<file path="src/logic/pbc_pkg.sv">
package pbc_pkg;

  // ==========================================================================
  // Register map (byte addresses, one aligned word each)
  localparam logic [7:0] ADDR_CTRL    = 8'h00;
  localparam logic [7:0] ADDR_MULT_HI = 8'h04;
  localparam logic [7:0] ADDR_MULT_LO = 8'h08;
  localparam logic [7:0] ADDR_RANGE   = 8'h0c;
  localparam logic [7:0] ADDR_REFDIV  = 8'h10;
  localparam logic [7:0] ADDR_STATUS  = 8'h14;

  // ==========================================================================
  // Control register fields
  localparam int CTRL_ON_BIT  = 5;
  localparam int CTRL_SEL_BIT = 4;
  localparam int CTRL_PRE_LSB = 2;
  localparam int CTRL_VPR_LSB = 0;

  // Status register fields
  localparam int STAT_SRC_BIT = 0;
  localparam int STAT_BSY_BIT = 1;
  localparam int STAT_ACT_BIT = 2;

  // ==========================================================================
  // Reset values
  localparam logic       RST_ON     = 1'b1;
  localparam logic       RST_SEL    = 1'b0;
  localparam logic [1:0] RST_PRE    = 2'h0;
  localparam logic [1:0] RST_VPR    = 2'h0;
  localparam logic [7:0] RST_RANGE  = 8'h40;
  localparam logic [7:0] RST_MULT_L = 8'h40;
  localparam logic [3:0] RST_MULT_H = 4'h0;
  localparam logic [3:0] RST_REFDIV = 4'h1;

  // ==========================================================================
  // Timing and frequency constants
  localparam logic [1:0]  SW_LAST_EDGE = 2'h2;       // Third edge ends a wait phase
  localparam logic [31:0] F_NOM_HZ     = 32'd38400;  // Nominal center-of-range step

  // Clock switch sequencer states
  typedef enum logic [1:0] {
    SW_RUN,
    SW_DRAIN_OLD,
    SW_WAIT_NEW
  } pbc_sw_state_t;

endpackage

</file>
<file path="src/logic/pbc_clock_gen.sv">
// Behaviour
// - VCO equals reference times 2^P times N over R
// - Phase compare runs on reference divided by R
// - Bus clock is quarter of selected source
// - Center frequency is L times 2^E times nominal
// - Zero divider or multiplier acts as one
// - Zero L disables PLL, forces crystal
// - Switch waits three edges of each source (none of a dead VCO), output static
// - Switch output halved for even duty
// - VCO selection refused while PLL off
// - PLL off refused while VCO selected
// - Enable and selection never change together
// - Select one gives VCO half, zero crystal
// - Reset clears select, sets PLL enable
// - Prescaler ignores writes while PLL on
`timescale 1ns/1ps
module pbc_clock_gen #(
  parameter int MULT_W = 12,
  parameter int REF_W  = 4,
  parameter int RNG_W  = 8
) (
  // APB clock and reset
  input  wire logic        pclk,
  input  wire logic        presetn,
  // APB slave
  input  wire logic        psel,
  input  wire logic        penable,
  input  wire logic        pwrite,
  input  wire logic [7:0]  paddr,
  input  wire logic [31:0] pwdata,
  output logic      [31:0] prdata,
  output logic             pready,
  output logic             pslverr,
  // Source clocks, oversampled
  input  wire logic        crystal_clock,
  input  wire logic        vco_clock,
  // Clock outputs
  output logic             base_clock_out,
  output logic             bus_clock_out,
  // Loop control toward the analog section
  output logic             pll_power_on,
  output logic             pump_up,
  output logic             pump_down,
  output logic      [31:0] vco_center_hz,
  output logic             switch_busy
);

  localparam int FB_W = MULT_W + 3;

  typedef struct packed {
    logic                  on;
    logic                  sel;
    logic [1:0]            pre;
    logic [1:0]            vco_range_power_field;
    logic [MULT_W-1:0]     mult;
    logic [RNG_W-1:0]      range;
    logic [REF_W-1:0]      refdiv;
    logic                  cur_src;
    pbc_pkg::pbc_sw_state_t sw;
    logic [1:0]            cnt;
    logic                  base;
    logic                  bus;
    logic                  up;
    logic                  dn;
    logic [31:0]           rdata;
    logic [31:0]           center;
  } pbc_state_t;

  pbc_state_t st_ff;
  pbc_state_t nxt_st;

  logic [1:0]        src_rise;
  logic              xtal_rise;
  logic              vco_rise;
  logic              ref_tick;
  logic              fb_tick;
  logic [REF_W-1:0]  eff_r;
  logic [MULT_W-1:0] eff_n;
  logic [FB_W-1:0]   fb_div;
  logic              pll_active;
  logic              cur_rise;
  logic              hit;
  logic              wr_acc;
  logic              rd_setup;
  logic [31:0]       rd_word;
  logic [31:0]       span;

  // ==========================================================================
  // Source clock sampling
  pbc_edge_sync #(
    .W (2)
  ) u_sync (
    .pclk     (pclk),
    .presetn  (presetn),
    .async_in ({vco_clock, crystal_clock}),
    .rise     (src_rise)
  );

  assign xtal_rise = src_rise[0];
  assign vco_rise  = src_rise[1];

  // Zero divisors collapse to one so no counter ever wraps on zero
  assign eff_r      = (st_ff.refdiv == '0) ? REF_W'(1) : st_ff.refdiv;
  assign eff_n      = (st_ff.mult == '0) ? MULT_W'(1) : st_ff.mult;
  assign fb_div     = FB_W'(eff_n) << st_ff.pre;
  assign pll_active = st_ff.on && (st_ff.range != '0);

  // ==========================================================================
  // Reference and feedback dividers feeding the phase comparator
  pbc_tick_div #(
    .W (REF_W)
  ) u_ref_div (
    .pclk    (pclk),
    .presetn (presetn),
    .enable  (pll_active),
    .tick    (xtal_rise),
    .divisor (eff_r),
    .pulse   (ref_tick)
  );

  pbc_tick_div #(
    .W (FB_W)
  ) u_fb_div (
    .pclk    (pclk),
    .presetn (presetn),
    .enable  (pll_active),
    .tick    (vco_rise),
    .divisor (fb_div),
    .pulse   (fb_tick)
  );

  // ==========================================================================
  // APB decode; zero wait states, so the access phase always completes
  assign wr_acc   = psel && penable && pwrite;
  assign rd_setup = psel && !penable && !pwrite;
  assign cur_rise = st_ff.cur_src ? vco_rise : xtal_rise;
  assign span     = 32'(st_ff.range) << st_ff.vco_range_power_field;

  always_comb begin
    hit     = 1'b1;
    rd_word = '0;
    case (paddr)
      pbc_pkg::ADDR_CTRL: begin
        rd_word[pbc_pkg::CTRL_ON_BIT]                    = st_ff.on;
        rd_word[pbc_pkg::CTRL_SEL_BIT]                   = st_ff.sel;
        rd_word[pbc_pkg::CTRL_PRE_LSB +: 2]              = st_ff.pre;
        rd_word[pbc_pkg::CTRL_VPR_LSB +: 2]              = st_ff.vco_range_power_field;
      end
      pbc_pkg::ADDR_MULT_HI: rd_word[MULT_W-9:0] = st_ff.mult[MULT_W-1:8];
      pbc_pkg::ADDR_MULT_LO: rd_word[7:0]        = st_ff.mult[7:0];
      pbc_pkg::ADDR_RANGE:   rd_word[RNG_W-1:0]  = st_ff.range;
      pbc_pkg::ADDR_REFDIV:  rd_word[REF_W-1:0]  = st_ff.refdiv;
      pbc_pkg::ADDR_STATUS: begin
        rd_word[pbc_pkg::STAT_SRC_BIT] = st_ff.cur_src;
        rd_word[pbc_pkg::STAT_BSY_BIT] = (st_ff.sw != pbc_pkg::SW_RUN);
        rd_word[pbc_pkg::STAT_ACT_BIT] = pll_active;
      end
      default: hit = 1'b0;
    endcase
  end

  // ==========================================================================
  // Next-state logic: registers, interlocks, clock switch, comparator
  always_comb begin
    logic w_on;
    logic w_sel;
    logic tgt;
    w_on   = pwdata[pbc_pkg::CTRL_ON_BIT];
    w_sel  = pwdata[pbc_pkg::CTRL_SEL_BIT];
    tgt    = 1'b0;
    nxt_st = st_ff;

    // Read data is captured in the setup cycle so it comes from a flop
    if (rd_setup) begin
      nxt_st.rdata = rd_word;
    end

    // Register writes take effect at the access edge
    if (wr_acc) begin
      case (paddr)
        pbc_pkg::ADDR_CTRL: begin
          if ((w_on != st_ff.on) && (w_sel != st_ff.sel)) begin
            nxt_st.on  = st_ff.on;
            nxt_st.sel = st_ff.sel;
          end else begin
            if (!(st_ff.sel && !w_on)) begin
              nxt_st.on = w_on;
            end
            if (!(w_sel && !st_ff.on)) begin
              nxt_st.sel = w_sel;
            end
          end
          // Prescaler and range power are frozen while the loop runs
          if (!st_ff.on) begin
            nxt_st.pre = pwdata[pbc_pkg::CTRL_PRE_LSB +: 2];
            nxt_st.vco_range_power_field = pwdata[pbc_pkg::CTRL_VPR_LSB +: 2];
          end
        end
        pbc_pkg::ADDR_MULT_HI: nxt_st.mult[MULT_W-1:8] = pwdata[MULT_W-9:0];
        pbc_pkg::ADDR_MULT_LO: nxt_st.mult[7:0]        = pwdata[7:0];
        pbc_pkg::ADDR_RANGE:   nxt_st.range            = pwdata[RNG_W-1:0];
        pbc_pkg::ADDR_REFDIV:  nxt_st.refdiv           = pwdata[REF_W-1:0];
        default: ;
      endcase
    end

    // A zero linear factor can never leave the VCO selected
    if (nxt_st.range == '0) begin
      nxt_st.sel = 1'b0;
    end

    // Source the output should follow; VCO only while the loop is usable
    tgt = st_ff.sel && pll_active;

    case (st_ff.sw)
      pbc_pkg::SW_RUN: begin
        // Leave only from a low output phase, so no runt high pulse escapes;
        // a dead VCO never brings that phase, so it is left at once
        if ((tgt != st_ff.cur_src) &&
            (!st_ff.base || (st_ff.cur_src && !pll_active))) begin
          nxt_st.sw   = pbc_pkg::SW_DRAIN_OLD;
          nxt_st.cnt  = '0;
          nxt_st.base = 1'b0;
        end else if (cur_rise) begin
          nxt_st.base = !st_ff.base;
        end
      end
      pbc_pkg::SW_DRAIN_OLD: begin
        nxt_st.base = 1'b0;
        // A VCO that has been shut down cannot be drained, so skip it
        if ((cur_rise && st_ff.cnt == pbc_pkg::SW_LAST_EDGE) ||
            (st_ff.cur_src && !pll_active)) begin
          nxt_st.cur_src = !st_ff.cur_src;
          nxt_st.sw      = pbc_pkg::SW_WAIT_NEW;
          nxt_st.cnt     = '0;
        end else if (cur_rise) begin
          nxt_st.cnt = st_ff.cnt + 2'h1;
        end
      end
      pbc_pkg::SW_WAIT_NEW: begin
        nxt_st.base = 1'b0;
        if (cur_rise && st_ff.cnt == pbc_pkg::SW_LAST_EDGE) begin
          nxt_st.sw  = pbc_pkg::SW_RUN;
          nxt_st.cnt = '0;
        end else if (cur_rise) begin
          nxt_st.cnt = st_ff.cnt + 2'h1;
        end
      end
      default: begin
        nxt_st.sw   = pbc_pkg::SW_RUN;
        nxt_st.base = 1'b0;
      end
    endcase

    // Bus clock toggles on each base rising edge: quarter of the source
    if (!st_ff.base && nxt_st.base) begin
      nxt_st.bus = !st_ff.bus;
    end

    // Three-state phase detector; both pending means equal phase
    if (!pll_active || (st_ff.up && st_ff.dn)) begin
      nxt_st.up = 1'b0;
      nxt_st.dn = 1'b0;
    end else begin
      nxt_st.up = st_ff.up || ref_tick;
      nxt_st.dn = st_ff.dn || fb_tick;
    end

    // Center-of-range frequency in hertz
    nxt_st.center = 32'(span * pbc_pkg::F_NOM_HZ);
  end

  // ==========================================================================
  // State register
  always_ff @(posedge pclk or negedge presetn) begin
    if (!presetn) begin
      st_ff         <= '0;
      st_ff.on      <= pbc_pkg::RST_ON;
      st_ff.sel     <= pbc_pkg::RST_SEL;
      st_ff.pre     <= pbc_pkg::RST_PRE;
      st_ff.vco_range_power_field     <= pbc_pkg::RST_VPR;
      st_ff.mult    <= {pbc_pkg::RST_MULT_H, pbc_pkg::RST_MULT_L};
      st_ff.range   <= pbc_pkg::RST_RANGE;
      st_ff.refdiv  <= pbc_pkg::RST_REFDIV;
      st_ff.sw      <= pbc_pkg::SW_RUN;
    end else begin
      st_ff <= nxt_st;
    end
  end

  // ==========================================================================
  // Outputs
  assign prdata         = st_ff.rdata;
  assign pready         = 1'b1;
  assign pslverr        = psel && penable && !hit;
  assign base_clock_out = st_ff.base;
  assign bus_clock_out  = st_ff.bus;
  assign pll_power_on   = pll_active;
  assign pump_up        = st_ff.up;
  assign pump_down      = st_ff.dn;
  assign vco_center_hz  = st_ff.center;
  assign switch_busy    = (st_ff.sw != pbc_pkg::SW_RUN);

  logic ctrl_wr;
  assign ctrl_wr = wr_acc && (paddr == pbc_pkg::ADDR_CTRL);
endmodule // pbc_clock_gen

</file>
<file path="src/logic/pbc_edge_sync.sv">
`timescale 1ns/1ps
module pbc_edge_sync #(
  parameter int W = 2
) (
  // Clock and reset
  input  wire logic         pclk,
  input  wire logic         presetn,
  // Foreign levels and their filtered rising edges
  input  wire logic [W-1:0] async_in,
  output logic      [W-1:0] rise
);

  typedef struct packed {
    logic [W-1:0] s1;
    logic [W-1:0] s2;
    logic [W-1:0] s3;
    logic [W-1:0] lvl;
    logic [W-1:0] rise;
  } pbc_sync_t;

  pbc_sync_t st_ff;
  pbc_sync_t nxt_st;

  // ==========================================================================
  // Three-stage chain; level moves only when stages two and three agree
  always_comb begin
    nxt_st    = st_ff;
    nxt_st.s1 = async_in;
    nxt_st.s2 = st_ff.s1;
    nxt_st.s3 = st_ff.s2;
    for (int i = 0; i < W; i++) begin
      if (st_ff.s2[i] == st_ff.s3[i]) begin
        nxt_st.lvl[i] = st_ff.s3[i];
      end
    end
    nxt_st.rise = nxt_st.lvl & ~st_ff.lvl;
  end

  // State register
  always_ff @(posedge pclk or negedge presetn) begin
    if (!presetn) begin
      st_ff <= '0;
    end else begin
      st_ff <= nxt_st;
    end
  end

  assign rise = st_ff.rise;

endmodule // pbc_edge_sync

</file>
<file path="src/logic/pbc_tick_div.sv">
`timescale 1ns/1ps
module pbc_tick_div #(
  parameter int W = 4
) (
  // Clock and reset
  input  wire logic         pclk,
  input  wire logic         presetn,
  // Tick stream and divisor (never zero)
  input  wire logic         enable,
  input  wire logic         tick,
  input  wire logic [W-1:0] divisor,
  output logic              pulse
);

  typedef struct packed {
    logic [W-1:0] cnt;
    logic         pulse;
  } pbc_div_t;

  pbc_div_t st_ff;
  pbc_div_t nxt_st;

  // ==========================================================================
  // One output pulse per divisor ticks; idle clears the count for a clean start
  always_comb begin
    nxt_st       = st_ff;
    nxt_st.pulse = 1'b0;
    if (!enable) begin
      nxt_st.cnt = '0;
    end else if (tick) begin
      if (st_ff.cnt >= divisor - W'(1)) begin
        nxt_st.cnt   = '0;
        nxt_st.pulse = 1'b1;
      end else begin
        nxt_st.cnt = st_ff.cnt + W'(1);
      end
    end
  end

  // State register
  always_ff @(posedge pclk or negedge presetn) begin
    if (!presetn) begin
      st_ff <= '0;
    end else begin
      st_ff <= nxt_st;
    end
  end

  assign pulse = st_ff.pulse;

endmodule // pbc_tick_div

</file>
<file path="config.mk">
export PLATFORM = sky130hd
export DESIGN_NAME = pbc_clock_gen
export DESIGN_NICKNAME = d
export VERILOG_FILES = /design/src/logic/pbc_pkg.sv /design/src/logic/pbc_clock_gen.sv /design/src/logic/pbc_edge_sync.sv /design/src/logic/pbc_tick_div.sv
export SDC_FILE = /design/constraint.sdc
export NUM_CORES = 1
export LEC_CHECK = 0
export BUFFER_PORTS_ARGS = -buffer_cell sky130_fd_sc_hd__buf_4
export CAP_MARGIN = 0
export CORE_ASPECT_RATIO = 1.4
export CORE_MARGIN = 5
export CORE_UTILIZATION = 30
export DETAILED_ROUTE_END_ITERATION = 7
export MAX_ROUTING_LAYER = met4
export PLACE_DENSITY = 0.56
export SLEW_MARGIN = 20
export SYNTH_ARGS = -nofsm -noshare
export SYNTH_HDL_FRONTEND = slang
export SYNTH_SLANG_ARGS = --single-unit
</file>
<file path="constraint.sdc">
create_clock -name pclk -period 10 [get_ports pclk]
set_clock_uncertainty 0.15 [all_clocks]
set_input_delay 1.5 -clock pclk [delete_from_list [all_inputs] [get_ports pclk]]
set_output_delay 1.5 -clock pclk [all_outputs]
set_load 0.01 [all_outputs]
</file>
==> results.ini <==
[outcome]
status=completed

[logic_synthesis]
yosys_warnings=0
synth_top_area_share_pct=30.8
ys.flop_type=dfrtp_1
synth_area_leader_cell=dfrtp_1
synth_edf_count=0
avgSynthCellArea_um2=9.50
yosysSeqAreaShare_pct=32.2
synth_area_leaders=dfrtp_1 31%, ha_1 12%, buf_4 6.5%
synthTopCellsByCount=92 x dfrtp_1, 73 x ha_1, 67 x inv_1, 65 x buf_4, 63 x nand2_1
yosysMostFrequentCell=dfrtp_1
synth-async-reset-ratio_pct=100
synth_area_mm2=0.00748
yosysUniqueCellTypes=79
ys_ff_latch=96
synthCells=787

[power_and_ir_drop]
comb_power_share_pct=16.5
power_switching_uw=252
cellLeakagePower_uw=0.00396
peakVddDrop_uv=62.7
seqPwrFrac_pct=43.9
p_int_uw=694
power_density_mw_per_mm2=116
sw_frac_of_total_pct=26.6
p_clk_share_pct=39.7

[worst_setup_path]
start_kind=flip-flop
path_cells=and2b_1 > nand2_1 > ha_1 > o21a_2 > o211ai_4 > nor4_4 > nand4_1 > a32oi_1 > ha_1 > a21o_1 > a21oi_1 > nor4b_1 > a221oi_2 > nor2_1 > nand3_1 > o22ai_1
crit_arrival_ns=5.71
endpoint_kind=flip-flop
slowest_delay_ns=1.03
cp_data_required_time_ns=10.11
cp_common_cell=ha_1
crit_type=flip-flop to flip-flop
path_buf_inv=0
crit_family=simple AND/OR/NAND/NOR gates
path_max_fanout=30
cpMaxStageDelayCell=dfrtp_1

[timing]
rsz0062_at_grt=no
setup_viol=0
tightest_slew_ns=1.05
relSlewSlack_pct=30.1
finalMaxSlewViolations=0
finalHoldViolCount=0
tns_ns=0
postLayoutSetupSlackWorst_ns=4.40
fin_crit_ns=5.60
finalCritPeriodShare_pct=56.0
max_freq_mhz=178

[cts]
numCtsBuffers=9
post-cts-setup-buffer-count=0
clkTransAtPathRegs_ns=0.07
ctsRootBufferMaster=clkbuf_16
insertion_delay_ns=0.34
cts_resized=0
ctsHoldBuffers=0
cts_sinks=96
h-tree-depth=3
clk_path_buf_depth=2
cts_tree=yes

[drt]
wl_um=16600
drc=0
post_drt_wl_per_cell_um=14.8
vias=5397
ant_nets=0
drtIter0Drc=323
dr.pass1.iters=4
vias_per_cell=4.80

[placed_design]
hpwl_um=13300
place_ws_ns=4.49
io_buffers=55
place_congestion=0.853

[layout]
fillers=2485
drive_gt1_share_pct=15.6
final_core_util_pct=33.2
layout.nets=937
diodes=0
syn2layout_area_growth_pct=9.17

[die]
dieWidth_um=143
start_util_pct=30.4
die_area_mm2=0.0282
ios=119
num_rows=68
coreArea_mm2=0.0246
die_h_um=197

[global_route]
track_usage_pct=12.3
grt_pass1_wl_um=27200
grt_pass1_vias=5444
antenna_found_initial=0
grt_start_max_net_pins=55
overflow=0

[job]
cap_violations=0

[hold_path]
hold_class=flip-flop to flip-flop

[power by group through the flow]
| stage | clock, µW | sequential [µW] | combinational (µW) |
|---|---|---|---|
| final | 375 | 415 | 156 |
| after CTS | 388 | 415 | 159 |
| after global placement | 0 | 422 | 157 |
| after floorplan | 0 | 418 | 120 |
| after detailed placement | 0 | 422 | 158 |
| after global routing | 400 | 417 | 178 |
[routing by layer]
metal / wire length (µm) / share of wire [%] / up-vias / track usage (%)
li1: - / - / 2695 / -
met1: 6440 / 39 / 2602 / 13.2
met2: 9350 / 56 / 77 / 22.8
met3: 387 / 2.3 / 23 / 1.31
met4: 433 / 2.6 / 0 / 4.71
met5: 0 / 0 / - / -
[cells in the final DEF, fill, tap and decap left out, types with 4 or more instances in the layout]
master	instances
dfrtp_1	92
xnor2_1	17
fa_1	13
nor4_1	10
o22ai_1	11
nor2b_1	8
inv_1	67
mux2_1	11
ha_1	73
a21o_1	13
nand2b_1	7
a31oi_1	11
o21bai_1	5
clkbuf_16	9
a21oi_1	33
nor2_1	50
and3_1	8
nand2_1	63
nand4_1	9
nor3_1	16
mux2_2	24
xor2_1	10
conb_1	39
nand3_1	16
o21a_1	6
mux4_2	6
o41ai_1	4
dfstp_2	4
o21ai_1	11
o21ai_0	20
buf_4	56
mux2i_1	20
[flip-flops by register name, indices dropped and copies added, names as in the netlist]
signal and flops:
base_clock_out 1, bus_clock_out 1, prdata 8, pump_down 1, pump_up 1, st_ff 35, u_fb_div.pulse 1, u_fb_div.st_ff 15
u_ref_div.pulse 1, u_ref_div.st_ff 4, u_sync.nxt_st 4, u_sync.rise 2, u_sync.st_ff 4, vco_center_hz 18
[cells by family (layout without fill, tap and decap cells)]
kind of cell | Yosys count | in the layout | synth area share, %
muxes | 63 | 63 | 10.3
buffers and inverters | 156 | 141 | 11.4
DFF | 96 | 96 | 32.2
AOI/OAI and AO/OA | 143 | 143 | 12.7
other | 2 | 39 | 0.100
adders and majority gates | 88 | 88 | 16.0
xor gates and xnor gates | 27 | 27 | 3.16
and+or+nand+nor | 212 | 212 | 14.3
[final cells by class]
cell class / instances / area [µm²] / area share, %
inverters: 69 / 259 / 3.17
clock buffers: 11 / 243 / 2.97
flip-flops and latches: 96 / 2410 / 29.5
repair buffers: 56 / 420 / 5.15
multi-input cells: 572 / 4360 / 53.4
well taps: 315 / 394 / 4.83
clock inverters: 5 / 81.3 / 0.996
[final timing paths]
kind,slack (ns),end,start,depth (start not counted)
setup reg to reg,4.40,u_fb_div.st_ff[4],st_ff[99],16
setup / recovery,4.40,u_fb_div.st_ff[4],st_ff[99],16
min in group asynchronous,0.99,u_fb_div.st_ff[1],presetn,1
hold reg to reg,0.20,u_sync.nxt_st[5],u_sync.nxt_st[7],0
max in group asynchronous,7.59,vco_center_hz[13],presetn,2
hold / removal,0.20,u_sync.nxt_st[5],u_sync.nxt_st[7],0
[stage by stage]
step	cell area [µm²]	total power [µW]	instances	hold slack (ns)
detailed placement	7840	580	1108	0.187
global route	8160	995	1124	0.211
floorplan	7620	539	824	0.181
CTS	8160	962	1124	0.203
global placement	7840	579	1108	0.185
finish	8160	946	1124	0.200
Power figures use the tool's default switching activity.
